<file path="src/include/aea_pkg.sv">
// Constants and types for the alarm event aggregator.
// Assumes a single 50 MHz clock and an asynchronous active-low reset.
//
// Operation
// RQ1 - Flow high, low and in-band events land on status bits 0, 1, 2.
// RQ2 - Totalizer one and two volume limit events land on bits 3 and 4.
// RQ3 - Pressure high, low and in-band events land on bits 5, 6, 7.
// RQ4 - Temperature limit alarms on bits 8 and 9, in-band on bit 10.
// RQ5 - Pulse output queue overflow sets bit 11.
// RQ6 - A password change attempt sets bit 12.
// RQ7 - Power on with nonzero power-on delay sets bit 13.
// RQ8 - A read-only status register holds one bit per indicated event.
// RQ9 - Events whose enable bit is clear never reach the status register.
// RQ10 - Enable register resets with only the power-on event enabled.
// RQ11 - Each event has its own hold enable bit.
// RQ12 - Hold enable register resets with holding off for all events.
// RQ13 - Unheld enabled events show in status only while the condition lasts.
// RQ14 - Held enabled events stay set until the status register is reset.
// RQ15 - The other party commands status reset; the device then clears status.
// RQ16 - The operator confirms before reset; a declined request changes nothing. The code clears on status_clear_in with no confirmation step.
// RQ17 - Status is volatile and comes up cleared after power loss.
// RQ18 - The count of set status bits is available for readout.
// RQ19 - Accepted enable settings are written to nonvolatile storage.
// RQ20 - Accepted hold settings are written to nonvolatile storage.
// RQ21 - After a status reset, still-active enabled events reappear next cycle.

package aea_pkg;

   // ----------------------------------------
   // Event bit positions
   // ----------------------------------------
   localparam int EV_W = 14;
   localparam int CNT_W = 4;
   localparam int EV_FLOW_HIGH = 0;
   localparam int EV_FLOW_LOW = 1;
   localparam int EV_FLOW_BAND = 2;
   localparam int EV_TOT1_LIMIT = 3;
   localparam int EV_TOT2_LIMIT = 4;
   localparam int EV_PRES_HIGH = 5;
   localparam int EV_PRES_LOW = 6;
   localparam int EV_PRES_BAND = 7;
   localparam int EV_TEMP_LIM_A = 8;
   localparam int EV_TEMP_LIM_B = 9;
   localparam int EV_TEMP_BAND = 10;
   localparam int EV_PULSE_OVF = 11;
   localparam int EV_PASSWORD = 12;
   localparam int EV_POWER_ON = 13;

   // ----------------------------------------
   // Reset values
   // ----------------------------------------
   localparam logic [13:0] ENABLE_RST = 14'h2000;
   localparam logic [13:0] HOLD_RST = 14'h0000;
   localparam logic [13:0] STATUS_RST = 14'h0000;

   // ----------------------------------------
   // Nonvolatile write sequencer
   // ----------------------------------------
   typedef enum logic [2:0] {
      AEA_NV_IDLE = 3'b001,
      AEA_NV_ENABLE = 3'b010,
      AEA_NV_HOLD = 3'b100
   } aea_nv_state_type;

   localparam logic AEA_NV_SEL_ENABLE = 1'b0;
   localparam logic AEA_NV_SEL_HOLD = 1'b1;

endpackage

</file>
<file path="src/include/aea_nv_if.sv">
// Interface between the aggregator and its settings store.
// Assumes one clock domain shared by both ends.

`timescale 1ns/1ns
`default_nettype none

interface aea_nv_if;
   logic wr;
   logic sel;
   logic [13:0] wdata;
   logic busy;
   logic [13:0] enable_q;
   logic [13:0] hold_q;

   modport ctrl (output wr, output sel, output wdata, input busy, input enable_q, input hold_q);
   modport store (input wr, input sel, input wdata, output busy, output enable_q, output hold_q);
endinterface

`default_nettype wire

</file>
<file path="src/verilog/aea_settings_store.sv">
// Settings store holding the enable and hold words.
// Stands in for nonvolatile storage; read data come out of registers.

`timescale 1ns/1ns
`default_nettype none

module aea_settings_store (
   // Clock and reset
   input wire logic ref_clk_in,
   input wire logic arst_n_in,
   // Store port
   aea_nv_if.store nv
);
   import aea_pkg::*;

   logic [13:0] enable_r;
   logic [13:0] hold_r;
   logic busy_r;

   // ----------------------------------------
   // Storage words
   // ----------------------------------------
   always_ff @(posedge ref_clk_in or negedge arst_n_in) begin
      if (!arst_n_in) begin
         enable_r <= ENABLE_RST; // RQ10
         hold_r <= HOLD_RST; // RQ12
      end else if (nv.wr) begin
         if (nv.sel == AEA_NV_SEL_ENABLE) begin
            enable_r <= nv.wdata; // RQ19
         end else begin
            hold_r <= nv.wdata; // RQ20
         end
      end
   end

   // One-cycle write occupancy.
   always_ff @(posedge ref_clk_in or negedge arst_n_in) begin
      if (!arst_n_in) begin
         busy_r <= 1'b0;
      end else begin
         busy_r <= nv.wr;
      end
   end

   assign nv.enable_q = enable_r;
   assign nv.hold_q = hold_r;
   assign nv.busy = busy_r;
endmodule

`default_nettype wire

</file>
<file path="src/verilog/aea_alarm_aggregator.sv">
// Alarm event aggregator top: status, enable and hold words.
// Assumes event conditions arrive as synchronous levels from detectors.

`timescale 1ns/1ns
`default_nettype none

module aea_alarm_aggregator (
   // Clock and reset
   input wire logic ref_clk_in,
   input wire logic arst_n_in,
   // Event conditions
   input wire logic flow_high_in,
   input wire logic flow_low_in,
   input wire logic flow_band_in,
   input wire logic tot1_limit_in,
   input wire logic tot2_limit_in,
   input wire logic pres_high_in,
   input wire logic pres_low_in,
   input wire logic pres_band_in,
   input wire logic temp_lim_a_in,
   input wire logic temp_lim_b_in,
   input wire logic temp_band_in,
   input wire logic pulse_ovf_in,
   input wire logic password_try_in,
   input wire logic power_on_in,
   input wire logic [15:0] power_on_delay_in,
   // Settings access
   input wire logic enable_wr_in,
   input wire logic [aea_pkg::EV_W-1:0] enable_wdata_in,
   input wire logic hold_wr_in,
   input wire logic [aea_pkg::EV_W-1:0] hold_wdata_in,
   input wire logic status_clear_in,
   // Readout
   output logic [aea_pkg::EV_W-1:0] alarm_status_bits_out,
   output logic [aea_pkg::EV_W-1:0] alarm_enable_bits_out,
   output logic [aea_pkg::EV_W-1:0] alarm_hold_enable_bits_out,
   output logic [aea_pkg::CNT_W-1:0] active_count_out,
   output logic settings_busy_out
);
   import aea_pkg::*;

   aea_nv_if nv_bus ();

   // ----------------------------------------
   // Registers and nets
   // ----------------------------------------
   logic [EV_W-1:0] cond;
   logic power_on_armed;
   logic [EV_W-1:0] held;
   logic start_enable;
   logic start_hold;
   logic [EV_W-1:0] live;
   logic [EV_W-1:0] status_r;
   logic [EV_W-1:0] status_nxt;
   logic [CNT_W-1:0] count_r;
   logic [EV_W-1:0] enable_out_r;
   logic [EV_W-1:0] hold_out_r;
   logic [EV_W-1:0] pend_enable_r;
   logic [EV_W-1:0] pend_hold_r;
   logic pend_enable_v_r;
   logic pend_hold_v_r;
   logic wr_r;
   logic sel_r;
   logic [EV_W-1:0] wdata_r;
   logic busy_r;
   aea_nv_state_type nv_state_r;

   // ----------------------------------------
   // Elaboration checks
   // ----------------------------------------
   // A count too narrow to hold the value EV_W would wrap and under-report.
   if ((2 ** CNT_W) <= EV_W) begin : g_count_width
      $error("active count is too narrow for the event word");
   end
   // The highest event position must close the status word exactly.
   if (EV_POWER_ON != EV_W - 1) begin : g_event_span
      $error("event positions do not fill the status word");
   end
   // The enable reset word must match the event word.
   if ($bits(ENABLE_RST) != EV_W) begin : g_reset_width
      $error("reset word width differs from the event word");
   end

   // ----------------------------------------
   // Helpers
   // ----------------------------------------
   function automatic logic [CNT_W-1:0] pop_count(input logic [EV_W-1:0] v);
      logic [CNT_W-1:0] n;
      n = '0;
      for (int i = 0; i < EV_W; i++) begin
         n = n + {{(CNT_W-1){1'b0}}, v[i]};
      end
      return n;
   endfunction

   // ----------------------------------------
   // Event mapping
   // ----------------------------------------
   always_comb begin
      cond = '0;
      cond[EV_FLOW_HIGH] = flow_high_in; // RQ1
      cond[EV_FLOW_LOW] = flow_low_in; // RQ1
      cond[EV_FLOW_BAND] = flow_band_in; // RQ1
      cond[EV_TOT1_LIMIT] = tot1_limit_in; // RQ2
      cond[EV_TOT2_LIMIT] = tot2_limit_in; // RQ2
      cond[EV_PRES_HIGH] = pres_high_in; // RQ3
      cond[EV_PRES_LOW] = pres_low_in; // RQ3
      cond[EV_PRES_BAND] = pres_band_in; // RQ3
      cond[EV_TEMP_LIM_A] = temp_lim_a_in; // RQ4
      cond[EV_TEMP_LIM_B] = temp_lim_b_in; // RQ4
      cond[EV_TEMP_BAND] = temp_band_in; // RQ4
      cond[EV_PULSE_OVF] = pulse_ovf_in; // RQ5
      cond[EV_PASSWORD] = password_try_in; // RQ6
      cond[EV_POWER_ON] = power_on_in && power_on_armed; // RQ7
   end

   // A zero delay means no power-on event is configured at all.
   assign power_on_armed = power_on_delay_in != 16'h0000; // RQ7

   // Masked events are dropped before any processing.
   assign live = cond & nv_bus.enable_q; // RQ9

   // ----------------------------------------
   // Status word
   // ----------------------------------------
   // Held bits drop as soon as their enable or hold bit is removed.
   assign held = status_r & nv_bus.hold_q & nv_bus.enable_q; // RQ11 RQ14

   // A live event in the clear cycle wins, so it is never lost.
   always_comb begin
      if (status_clear_in) begin
         status_nxt = live; // RQ15 RQ21
      end else begin
         status_nxt = live | held; // RQ13 RQ14
      end
   end

   always_ff @(posedge ref_clk_in or negedge arst_n_in) begin
      if (!arst_n_in) begin
         status_r <= STATUS_RST; // RQ17
      end else begin
         status_r <= status_nxt; // RQ8
      end
   end

   // The count follows the next status so both outputs move on one edge.
   always_ff @(posedge ref_clk_in or negedge arst_n_in) begin
      if (!arst_n_in) begin
         count_r <= '0;
      end else begin
         count_r <= pop_count(status_nxt); // RQ18
      end
   end

   // ----------------------------------------
   // Settings acceptance and store writes
   // ----------------------------------------
   // Requests are parked so that one arriving during a store write is kept.
   always_ff @(posedge ref_clk_in or negedge arst_n_in) begin
      if (!arst_n_in) begin
         pend_enable_v_r <= 1'b0;
         pend_enable_r <= ENABLE_RST;
      end else if (enable_wr_in) begin
         pend_enable_v_r <= 1'b1;
         pend_enable_r <= enable_wdata_in; // RQ19
      end else if (nv_state_r == AEA_NV_ENABLE) begin
         pend_enable_v_r <= 1'b0;
      end
   end

   // A hold request is parked the same way, with its own valid flag.
   always_ff @(posedge ref_clk_in or negedge arst_n_in) begin
      if (!arst_n_in) begin
         pend_hold_v_r <= 1'b0;
         pend_hold_r <= HOLD_RST;
      end else if (hold_wr_in) begin
         pend_hold_v_r <= 1'b1;
         pend_hold_r <= hold_wdata_in; // RQ11 RQ20
      end else if (nv_state_r == AEA_NV_HOLD) begin
         pend_hold_v_r <= 1'b0;
      end
   end

   // ----------------------------------------
   // Store write sequencer
   // ----------------------------------------
   // Enable goes first; a waiting hold word gets the next free slot.
   always_comb begin
      start_enable = 1'b0;
      start_hold = 1'b0;
      if (nv_state_r == AEA_NV_IDLE && !nv_bus.busy) begin
         start_enable = pend_enable_v_r && !enable_wr_in; // RQ19
         start_hold = !(pend_enable_v_r && !enable_wr_in) && pend_hold_v_r && !hold_wr_in; // RQ20
      end
   end

   // The state word is one-hot; an illegal code falls back to idle.
   always_ff @(posedge ref_clk_in or negedge arst_n_in) begin
      if (!arst_n_in) begin
         nv_state_r <= AEA_NV_IDLE;
      end else begin
         unique case (nv_state_r)
            AEA_NV_IDLE: begin
               if (start_enable) begin
                  nv_state_r <= AEA_NV_ENABLE;
               end else if (start_hold) begin
                  nv_state_r <= AEA_NV_HOLD;
               end
            end
            AEA_NV_ENABLE: begin
               nv_state_r <= AEA_NV_IDLE;
            end
            AEA_NV_HOLD: begin
               nv_state_r <= AEA_NV_IDLE;
            end
            default: begin
               nv_state_r <= AEA_NV_IDLE;
            end
         endcase
      end
   end

   always_ff @(posedge ref_clk_in or negedge arst_n_in) begin
      if (!arst_n_in) begin
         wr_r <= 1'b0;
      end else begin
         wr_r <= start_enable || start_hold;
      end
   end

   always_ff @(posedge ref_clk_in or negedge arst_n_in) begin
      if (!arst_n_in) begin
         sel_r <= AEA_NV_SEL_ENABLE;
      end else if (start_enable) begin
         sel_r <= AEA_NV_SEL_ENABLE;
      end else if (start_hold) begin
         sel_r <= AEA_NV_SEL_HOLD;
      end
   end

   always_ff @(posedge ref_clk_in or negedge arst_n_in) begin
      if (!arst_n_in) begin
         wdata_r <= '0;
      end else if (start_enable) begin
         wdata_r <= pend_enable_r; // RQ19
      end else if (start_hold) begin
         wdata_r <= pend_hold_r; // RQ20
      end
   end

   // ----------------------------------------
   // Store port
   // ----------------------------------------
   assign nv_bus.wr = wr_r;
   assign nv_bus.sel = sel_r;
   assign nv_bus.wdata = wdata_r;

   // The store keeps its words across a status clear; only reset restores defaults.
   aea_settings_store u_store (
      .ref_clk_in(ref_clk_in),
      .arst_n_in(arst_n_in),
      .nv(nv_bus)
   );

   // ----------------------------------------
   // Registered readout
   // ----------------------------------------
   always_ff @(posedge ref_clk_in or negedge arst_n_in) begin
      if (!arst_n_in) begin
         enable_out_r <= ENABLE_RST;
      end else begin
         enable_out_r <= nv_bus.enable_q;
      end
   end

   always_ff @(posedge ref_clk_in or negedge arst_n_in) begin
      if (!arst_n_in) begin
         hold_out_r <= HOLD_RST;
      end else begin
         hold_out_r <= nv_bus.hold_q;
      end
   end

   always_ff @(posedge ref_clk_in or negedge arst_n_in) begin
      if (!arst_n_in) begin
         busy_r <= 1'b0;
      end else begin
         busy_r <= pend_enable_v_r | pend_hold_v_r | enable_wr_in | hold_wr_in;
      end
   end

   // ----------------------------------------
   // Outputs
   // ----------------------------------------
   assign alarm_status_bits_out = status_r;
   assign alarm_enable_bits_out = enable_out_r;
   assign alarm_hold_enable_bits_out = hold_out_r;
   assign active_count_out = count_r;
   assign settings_busy_out = busy_r;
endmodule

`default_nettype wire

</file>
<file path="config.mk">
export PLATFORM = sky130hd
export DESIGN_NAME = aea_alarm_aggregator
export DESIGN_NICKNAME = d
export VERILOG_FILES = /design/src/include/aea_pkg.sv /design/src/include/aea_nv_if.sv /design/src/verilog/aea_settings_store.sv /design/src/verilog/aea_alarm_aggregator.sv
export SDC_FILE = /design/constraint.sdc
export NUM_CORES = 1
export LEC_CHECK = 0
export BUFFER_PORTS_ARGS = -buffer_cell sky130_fd_sc_hd__clkbuf_2
export CORE_UTILIZATION = 54
export DETAILED_ROUTE_END_ITERATION = 10
export PLACE_DENSITY = 0.8
export RECOVER_POWER = 50
export SETUP_SLACK_MARGIN = 0.05
export SLEW_MARGIN = 20
export SYNTH_ARGS = -nofsm -noshare
export SYNTH_HDL_FRONTEND = slang
export SYNTH_SLANG_ARGS = --single-unit
</file>
<file path="constraint.sdc">
create_clock -name ref_clk_in -period 4 [get_ports ref_clk_in]
set_input_delay 0.2 -clock ref_clk_in [delete_from_list [all_inputs] [get_ports ref_clk_in]]
set_output_delay 0.2 -clock ref_clk_in [all_outputs]
set_load 0.02 [all_outputs]
</file>
==> impl_metrics.yaml, run 1 <==
outcome:
  status: "finished with violations"
  violations: "max-capacitance violations, max-slew violations"
setup_path:
  cpPeakStageDelay_ns: 0.54
  crit_fanout: 3
  cpMostUsedCell: "fa_1"
  crit_slowest_cell: "fa_1"
  arrival_ns: 4.23
  startpoint_type: "register"
  worstSetupEndpointType: "register"
  path_cells: "nand2_1 -> nor2_1 -> o21a_1 -> fa_1 -> fa_1 -> fa_1 -> inv_1 -> fa_1 -> inv_1 -> ha_1 -> inv_1 -> fa_1 -> xnor2_1"
  worstPathRequired_ns: 4.40
  path_class: "register to register"
grt:
  antenna_found_initial: 0
  grt_max_degree: 71
  grt.met3_usage_pct: 6.91
  grt_pass1_wl_um: 17300
  grt_pass1_vias: 3543
  met1_usage_pct: 29.0
  gr-usage-met2_pct: 40.9
  grt_overflow_total: 0
  grt-busiest-layer: "met2"
  grt.total_usage_pct: 24.1
routing:
  drt_iter0_drc: 109
  routed_wl_um: 10300
  viasPerCell: 5.27
  drt-pass1-iter-count: 4
  wire_per_inst_um: 16.8
  drc: 0
  detail-route-antenna-nets: 0
  vias: 3231
synth:
  synth-warning-count: 0
  yosysTopAreaCell: "dfrtp_1"
  syn_inst: 332
  synth_top_family_by_area: "multiplexers"
  seq_area_frac_synth_pct: 63.8
  synth-compound-area-share_pct: 9.14
  synthSimpleGateAreaFrac_pct: 7.21
  synth_nets: 407
  synth_top_area_share_pct: 61.6
  muxShareOfSynthArea_pct: 12.8
  yosys.area_share.adder_pct: 4.43
  synth.area.top_cells: "dfrtp_1, mux2_2, fa_1"
  synth_area_um2: 4910
  ys_ff_latch: 125
  synth_most_common_cell: "dfrtp_1"
  synth_xor_area_share_pct: 0.178
  ys_top_cells_by_count: "dfrtp_1, mux2_2, nand2_1, nor2_1"
  synth_cell_types: 33
  syn_area_per_cell_um2: 14.8
  ys_async_sr_fraction_pct: 100
  synthFlopType: "dfrtp_1"
  synth_edf_count: 0
clock_tree:
  clk_path_buf_depth: 2
  htree_levels: 4
  clkTransAtPathRegs_ns: 0.06
  root_buffer: "clkbuf_8"
  clk_latency_ns: 0.52
  numCtsBuffers: 17
  cts_num_sinks: 125
  cts_tree: "done"
sta:
  rsz0062_at_grt: "no"
  tightest_slew_ns: 1.68
  period_share_pct: 95.7
  slew_headroom_pct: -12.3
  max_freq_mhz: 261
  timing.final.hold_violations: 0
  setup_violations: 0
  period_needed_ns: 3.83
  slew_violations: 71
  setup_tns_ns: 0
  fin_skew_ns: 0.00671
  hold_ws_ns: 0.100
place:
  portBuffers: 109
  dpl.hpwl_um: 6560
  dp_cells: 538
  globalplace.congestion: 0.797
cells_and_area:
  area_growth_pct: 34.0
  drive_gt1_share_pct: 44.0
  multi_input_area_um2: 1660
  fin_cells: 613
  final_nets: 567
  n_fill_cell: 571
  regArea_um2: 3130
  antenna_cells: 0
floorplanning:
  io-pin-count: 110
  dieArea_um2: 9480
  die_width_um: 97.4
  start_util_pct: 56.1
  die_h_um: 97.4
  core_area_um2: 8760
  rows: 34
power_and_ir_drop:
  ir_drop_v: 0.000429
  p_leak_nw: 3.00
  p_total_mw: 5.79
  cellPowerDensity_nw_per_um2: 880
job:
  maxCapViolCount: 1
hold_path:
  min_path_type: "input port to register"
layout by cell type (no fill, tap or decap), drive strengths merged, types with 2 or more instances in the layout:
cell         netlist  final
a21o               4      4
fa                 9      9
a2bb2oi           14     14
clkbuf             7    131
nor2              16     16
ha                 3      3
dfstp              4      4
o21ai              2      2
dlygate4sd3        0     43
clkinv             0      3
nor2b              2      2
o31ai             14     14
o21a              13     13
or3b              14     14
nor4               4      4
buf                9      4
bufinv             0      4
nand2             16     16
mux2              56     56
clkinvlp           0      3
nand2b             2      2
dfrtp            121    121
inv               12     13
cell type report:
type	count	share of cell area, %
sequential	125	47.6
timing repair buffer	157	15.2
multi-input combinational	179	25.3
inverter	12	0.684
tap	108	2.05
clock buffer	21	6.67
clock inverter	11	2.53
state kept, by name (all words and copies together), names as in the netlist, 14 cells and up:
signal,cells
alarm_hold_enable_bits_out,14
u_store.nv.enable_q,14
nv_bus.wdata,14
alarm_enable_bits_out,14
u_store.nv.hold_q,14
alarm_status_bits_out,14
pend_hold_r,14
pend_enable_r,14
per-stage QoR:
stage / instance area (um2) / util [%] / setup slack [ns]
after floorplan: 4910 / - / 0.343
after global placement: 5560 / 63.4 / 0.325
after detailed placement: 5560 / 63.4 / 0.203
after CTS: 6600 / 75.3 / 0.167
after global routing: 6580 / 75.1 / 0.0513
final: 6580 / 75.1 / 0.173
worst max-delay path, delay by kind of cell, from the launching register on:
| family | cells | cell delay [ns] |
|---|---|---|
| buf+inv | 3 | 0.20 |
| fa+ha+maj | 6 | 2.63 |
| compound gates | 1 | 0.22 |
| xor+xnor | 1 | 0.14 |
| flops | 1 | 0.38 |
| simple gates | 2 | 0.13 |
layer usage:
| layer | share of wire, % | up-vias |
|---|---|---|
| met5 | 0 | - |
| met4 | 1.8 | 0 |
| met3 | 4.7 | 17 |
| met2 | 51 | 110 |
| met1 | 42 | 1613 |
| li1 | - | 1491 |
power by group:
group / internal (mW) / total (mW) / switching, mW
logic: 0.992 / 2.14 / 1.15
registers: 1.78 / 2.09 / 0.315
clock network: 1.03 / 1.56 / 0.535
total: 3.79 / 5.79 / 2.00
logic make-up (layout without fill, tap and decap cells):
| group | count (synthesis) | after routing |
|---|---|---|
| adder cells (fa/ha/maj) | 12 | 12 |
| multiplexers | 56 | 56 |
| flip-flops | 125 | 125 |
| AND/OR/NAND/NOR | 60 | 60 |
| AO/OA/AOI/OAI | 50 | 50 |
| XOR/XNOR | 1 | 1 |
| buffers and inverters | 28 | 201 |
what timing repair did:
item,4_1_cts,5_1_grt
gates resized for setup,0,0
setup endpoints to repair,0,1
hold buffers,43,0
endpoints found under the hold margin,108,0
buffers inserted,0,0
worst paths after layout:
kind / startpoint / end / slack [ns] / depth (start not counted)
max in group asynchronous: arst_n_in / pend_enable_r[13] / 2.08 / 3
max reg2reg: u_store.nv.hold_q[1] / active_count_out[2] / 0.17 / 13
min: power_on_delay_in[0] / alarm_status_bits_out[13] / 0.10 / 4
max: u_store.nv.hold_q[1] / active_count_out[2] / 0.17 / 13
min reg2reg: u_store.nv.hold_q[1] / alarm_hold_enable_bits_out[1] / 0.40 / 0
min in group asynchronous: arst_n_in / alarm_hold_enable_bits_out[8] / 0.67 / 2
(Power assumes the default switching activity.)
==> run 2: changes to the inputs <==
Settings changed: PLACE_DENSITY 0.8 to 0.87.
==> impl_metrics.yaml, run 2 (synthesized netlist as in run 1, its figures left out) <==
power_and_ir_drop:
  power_switching_share_pct: 35.4
  p_comb_share_pct: 36.5
  p_switching_mw: 2.04
  seq_power_share_pct: 36.5
  cellPowerDensity_nw_per_um2: 889
  p_leak_nw: 2.89
  internal_power_mw: 3.74
  p_total_mw: 5.78
  p_clk_share_pct: 27.0
  ir_drop_v: 0.000477
routing:
  vias: 3263
  drt-pass1-iter-count: 4
  wire_per_inst_um: 17.9
  drc: 0
  drt_iter0_drc: 76
  routed_wl_um: 10900
  detail-route-antenna-nets: 0
  viasPerCell: 5.36
sta:
  period_needed_ns: 3.77
  slew_violations: 39
  rsz0062_at_grt: "no"
  timing.final.hold_violations: 0
  tightest_slew_ns: 1.98
  setup_violations: 0
  slew_headroom_pct: -32.3
  max_freq_mhz: 265
  period_share_pct: 94.2
  hold_ws_ns: 0.00222
  setup_tns_ns: 0
  fin_skew_ns: 0.00833
setup_path:
  rr_startpoint: "u_store.nv.hold_q[0]"
  worstPathRequired_ns: 4.39
  arrival_ns: 4.16
  path_class: "register to register"
  crit_start: "u_store.nv.hold_q[0]"
  startpoint_type: "register"
  worstSetupEndpointType: "register"
  crit_fanout: 3
clock_tree:
  cts_tree: "done"
  clkTransAtPathRegs_ns: 0.06
  clk_latency_ns: 0.51
  htree_levels: 4
  root_buffer: "clkbuf_8"
  clk_path_buf_depth: 2
  post_cts_buffers: 0
  numCtsBuffers: 17
  cts_num_sinks: 125
place:
  place_area_um2: 5560
  portBuffers: 109
  globalplace.congestion: 0.817
  dpl.hpwl_um: 7070
floorplanning:
  io-pin-count: 110
  dieArea_um2: 9480
  die_width_um: 97.4
  core_area_um2: 8760
  die_h_um: 97.4
  rows: 34
  start_util_pct: 56.1
hold_path:
  min_path_type: "input port to register"
  hold_path.startpoint: "password_try_in"
cells_and_area:
  final_nets: 563
  antenna_cells: 0
  drive_gt1_share_pct: 38.1
  fin_area_um2: 6500
  area_growth_pct: 32.4
  final_cell_mix: "dfrtp_1, clkbuf_2, mux2_2, clkbuf_1, dlygate4sd3_1"
  regArea_um2: 3130
  multi_input_area_um2: 1660
  layout_commonest_cell: "dfrtp_1"
  n_fill_cell: 546
grt:
  grt_pass1_wl_um: 18000
  grt_pass1_vias: 3620
  grt.total_usage_pct: 24.9
  grt_overflow_total: 0
  antenna_found_initial: 0
  grt_max_degree: 47
outcome:
  status: "finished with violations"
  violations: "max-capacitance violations, max-slew violations"
job:
  maxCapViolCount: 1
-- run 2: cell types whose count changed in the layout (fill, tap and decap cells not counted) --
cell | previous run | this run
buf_4 | 4 | 3
dlygate4sd3_1 | 43 | 39
inv_6 | 1 | 0
clkinv_4 | 0 | 2
clkbuf_2 | 103 | 73
clkinvlp_4 | 3 | 2
clkbuf_1 | 10 | 41
-- run 2: critical path: stages, from the launching register on --
cell	delay, ns
dfrtp_1	0.39
nand2_1	0.07
nor2_1	0.04
o21a_1	0.20
fa_1	0.52
fa_1	0.53
fa_1	0.55
inv_1	0.05
fa_1	0.44
inv_1	0.08
ha_1	0.19
inv_1	0.07
fa_1	0.37
xnor2_1	0.14
-- run 2: through the flow --
| stage | setup WS (ns) | cells | utilization, % |
|---|---|---|---|
| after floorplan | 0.343 | 332 | - |
| after detailed placement | 0.253 | 538 | 63.4 |
| after global placement | 0.325 | 538 | 63.4 |
| after global routing | 0.129 | 609 | 74.2 |
| final | 0.232 | 609 | 74.2 |
| after CTS | 0.223 | 609 | 74.8 |
-- run 2: final timing paths --
kind | end | slack [ns] | depth (start not counted)
worst max-delay path | active_count_out[2] | 0.23 | 13
worst min-delay path | alarm_status_bits_out[12] | 0.002 | 2
worst max register to register | active_count_out[2] | 0.23 | 13
worst min register to register | alarm_hold_enable_bits_out[3] | 0.40 | 0
max in group asynchronous | nv_state_r[2] | 1.30 | 3
min in group asynchronous | u_store.nv.enable_q[8] | 0.79 | 2
-- run 2: timing repair --
item / CTS / global route
endpoints found under the hold margin: 74 / 0
resized for setup: 0 / 0
endpoints found under the setup margin: 0 / 0
hold buffers: 39 / 0
-- run 2: area by class of cell --
| cell class | count | area share (%) |
|---|---|---|
| Tap cell | 108 | 2.08 |
| Clock buffer | 21 | 6.75 |
| Clock inverter | 11 | 2.58 |
| Timing Repair Buffer | 153 | 14.2 |
| Sequential cell | 125 | 48.2 |
| Inverter | 12 | 0.693 |
| Multi-Input combinational cell | 179 | 25.6 |
-- run 2: power by group through the flow --
stage / logic [mW] / registers (mW) / clock network (mW)
2_1_floorplan: 1.28 / 2.27 / 0
3_3_place_gp: 1.95 / 2.08 / 0
3_5_place_dp: 2.09 / 2.11 / 0
4_1_cts: 2.18 / 2.11 / 1.57
5_1_grt: 2.28 / 2.17 / 1.63
6_report: 2.11 / 2.11 / 1.56
-- run 2: layer usage --
layer | global-route usage, % | wire length, um
met5 | 0 | 0
met4 | 10.6 | 248
met3 | 6.69 | 613
met2 | 42.3 | 5630
met1 | 29.9 | 4400
==> run 3: changes to the inputs <==
Settings changed: CORE_UTILIZATION 54 to 37, PLACE_DENSITY 0.87 to unset, SYNTH_HIERARCHICAL set to 1.
==> impl_metrics.yaml, run 3 <==
outcome:
  status: "finished with violations"
  violations: "max-capacitance violations, max-slew violations"
synth:
  synth_area_um2: 4950
  ys_ff_latch: 125
  synth_nets: 407
  synthFlopType: "dfrtp_1"
  ys_top_cells_by_count: "dfrtp_1, mux2_2, nand2_1, nor2_1"
  synth.area.top_cells: "dfrtp_1, mux2_2, fa_1"
  synth_cell_types: 36
  synth_most_common_cell: "dfrtp_1"
  synth-warning-count: 6
  yosysTopAreaCell: "dfrtp_1"
  ys_async_sr_fraction_pct: 100
  syn_inst: 332
  synth_edf_count: 0
  synth_top_area_share_pct: 61.2
  syn_area_per_cell_um2: 14.9
  seq_area_frac_synth_pct: 63.3
hold_path:
  min_path_type: "input port to register"
clock_tree:
  numCtsBuffers: 17
  cts_num_sinks: 125
  clk_latency_ns: 0.41
  cts_tree: "done"
  holdBufCountCts: 1
  root_buffer: "clkbuf_16"
  clk_path_buf_depth: 2
  cts-resized-gates: 0
  post_cts_buffers: 0
  clkTransAtPathRegs_ns: 0.06
  htree_levels: 4
floorplanning:
  rows: 41
  dieArea_um2: 13800
  core_area_um2: 12800
  io-pin-count: 110
  start_util_pct: 38.6
  die_h_um: 118
  die_width_um: 118
routing:
  viasPerCell: 4.67
  vias: 2968
  drt-pass1-iter-count: 4
  detail-route-antenna-nets: 0
  drc: 0
  wire_per_inst_um: 15.5
  drt_iter0_drc: 145
  routed_wl_um: 9870
cells_and_area:
  area_growth_pct: 25.1
  final_cell_mix: "dfrtp_1, clkbuf_2, mux2_2, clkbuf_1, clkbuf_16"
  n_fill_cell: 1180
  layout_commonest_cell: "dfrtp_1"
  drive_gt1_share_pct: 42.3
  multi_input_area_um2: 1670
  antenna_cells: 0
  regArea_um2: 3130
  final_nets: 525
  fin_cells: 635
sta:
  setup_violations: 0
  max_freq_mhz: 267
  rsz0062_at_grt: "no"
  slew_headroom_pct: -49.5
  setup_tns_ns: 0
  period_needed_ns: 3.75
  tightest_slew_ns: 2.24
  timing.final.hold_violations: 0
  fin_skew_ns: 0.0136
  period_share_pct: 93.6
  slew_violations: 44
setup_path:
  arrival_ns: 4.04
  worstPathRequired_ns: 4.30
  startpoint_type: "register"
  cpPeakStageDelay_ns: 0.54
  cpMostUsedCell: "fa_1"
  crit_fanout: 3
  crit_slowest_cell: "fa_1"
  worstSetupEndpointType: "register"
  path_cells: "nand2_1 -> nor2_1 -> o21a_1 -> fa_1 -> fa_1 -> fa_1 -> inv_1 -> fa_1 -> inv_1 -> ha_1 -> inv_1 -> fa_1 -> inv_1"
  path_class: "register to register"
place:
  dpl.hpwl_um: 7060
  globalplace.congestion: 0.741
  dp_cells: 602
  portBuffers: 109
power_and_ir_drop:
  p_leak_nw: 2.73
  ir_drop_v: 0.000365
  cellPowerDensity_nw_per_um2: 899
grt:
  grt.total_usage_pct: 15.3
  grt_overflow_total: 0
  grt_pass1_vias: 3166
  grt_pass1_wl_um: 16400
  grt_max_degree: 46
  antenna_found_initial: 0
job:
  maxCapViolCount: 1
==> run 3: cell types whose count changed in the layout (fill, tap and decap cells not counted), moves of 3 or more <==
cell / previous run / this run
bufinv_16: 4 / 1
clkbuf_1: 41 / 36
clkinvlp_4: 2 / 5
dlygate4sd3_1: 39 / 1
mux2_2: 56 / 53
mux2_4: 0 / 3
==> run 3: path summary, 6_finish.rpt <==
path | cells past startpoint | from | slack (ns) | endpoint
max | 13 | u_store/nv.hold_q[0] | 0.25 | active_count_out[1]
min | 2 | enable_wdata_in[9] | 0.02 | pend_enable_r[9]
max reg2reg | 13 | u_store/nv.hold_q[0] | 0.25 | active_count_out[1]
min reg2reg | 0 | u_store/nv.enable_q[13] | 0.40 | alarm_enable_bits_out[13]
max in group asynchronous | 3 | arst_n_in | 1.45 | u_store/nv.enable_q[13]
min in group asynchronous | 2 | arst_n_in | 0.99 | u_store/nv.enable_q[7]
==> run 3: area by class of cell <==
class                      count  area share (%)
clock buffer                  20            7.53
clock inverter                12            1.82
inverter                      12           0.727
multi-input combinational    179            27.0
sequential                   125            50.6
tap                          172            3.47
timing repair buffer         115            8.85
==> run 3: critical path, delay by kind of cell, from the launching register on <==
kind                     cells  cell delay [ns]
AND/OR/NAND/NOR              2             0.11
AO/OA/AOI/OAI                1             0.21
adder cells (fa/ha/maj)      6             2.70
buffers and inverters        4             0.23
flip-flops                   1             0.39
==> run 3: cells by family after synthesis <==
group	after synthesis	share of synthesized area, %
adder cells (fa/ha/maj)	12	4.40
flip-flops	125	63.3
AND/OR/NAND/NOR	60	7.15
XOR/XNOR	1	0.177
AO/OA/AOI/OAI	50	9.07
multiplexers	56	13.0
buffers and inverters	28	2.96
==> run 3: report_power, final <==
part	total (mW)	internal (mW)	switching (mW)
registers	2.09	1.78	0.316
logic	2.03	0.926	1.10
clock network	1.45	0.904	0.546
==> run 3: routing by layer <==
metal | track usage [%] | part of all wire [%] | wire length (um)
met1 | 21.0 | 48 | 4760
met2 | 22.9 | 45 | 4490
met3 | 5.57 | 5.7 | 561
met4 | 4.09 | 0.66 | 65
met5 | 0 | 0 | 0
==> run 3: per-stage QoR <==
| stage | utilization [%] | setup slack, ns | hold WS (ns) | area [um2] | power, mW |
|---|---|---|---|---|---|
| floorplan | - | 0.343 | -0.0956 | 4950 | 3.59 |
| global placement | 44.1 | 0.299 | 0.212 | 5650 | 4.11 |
| detailed placement | 44.1 | 0.201 | 0.224 | 5650 | 4.21 |
| CTS | 48.7 | 0.233 | 0.0132 | 6240 | 5.69 |
| global route | 48.3 | 0.112 | 0.0164 | 6190 | 5.96 |
| finish | 48.3 | 0.254 | 0.0209 | 6190 | 5.57 |
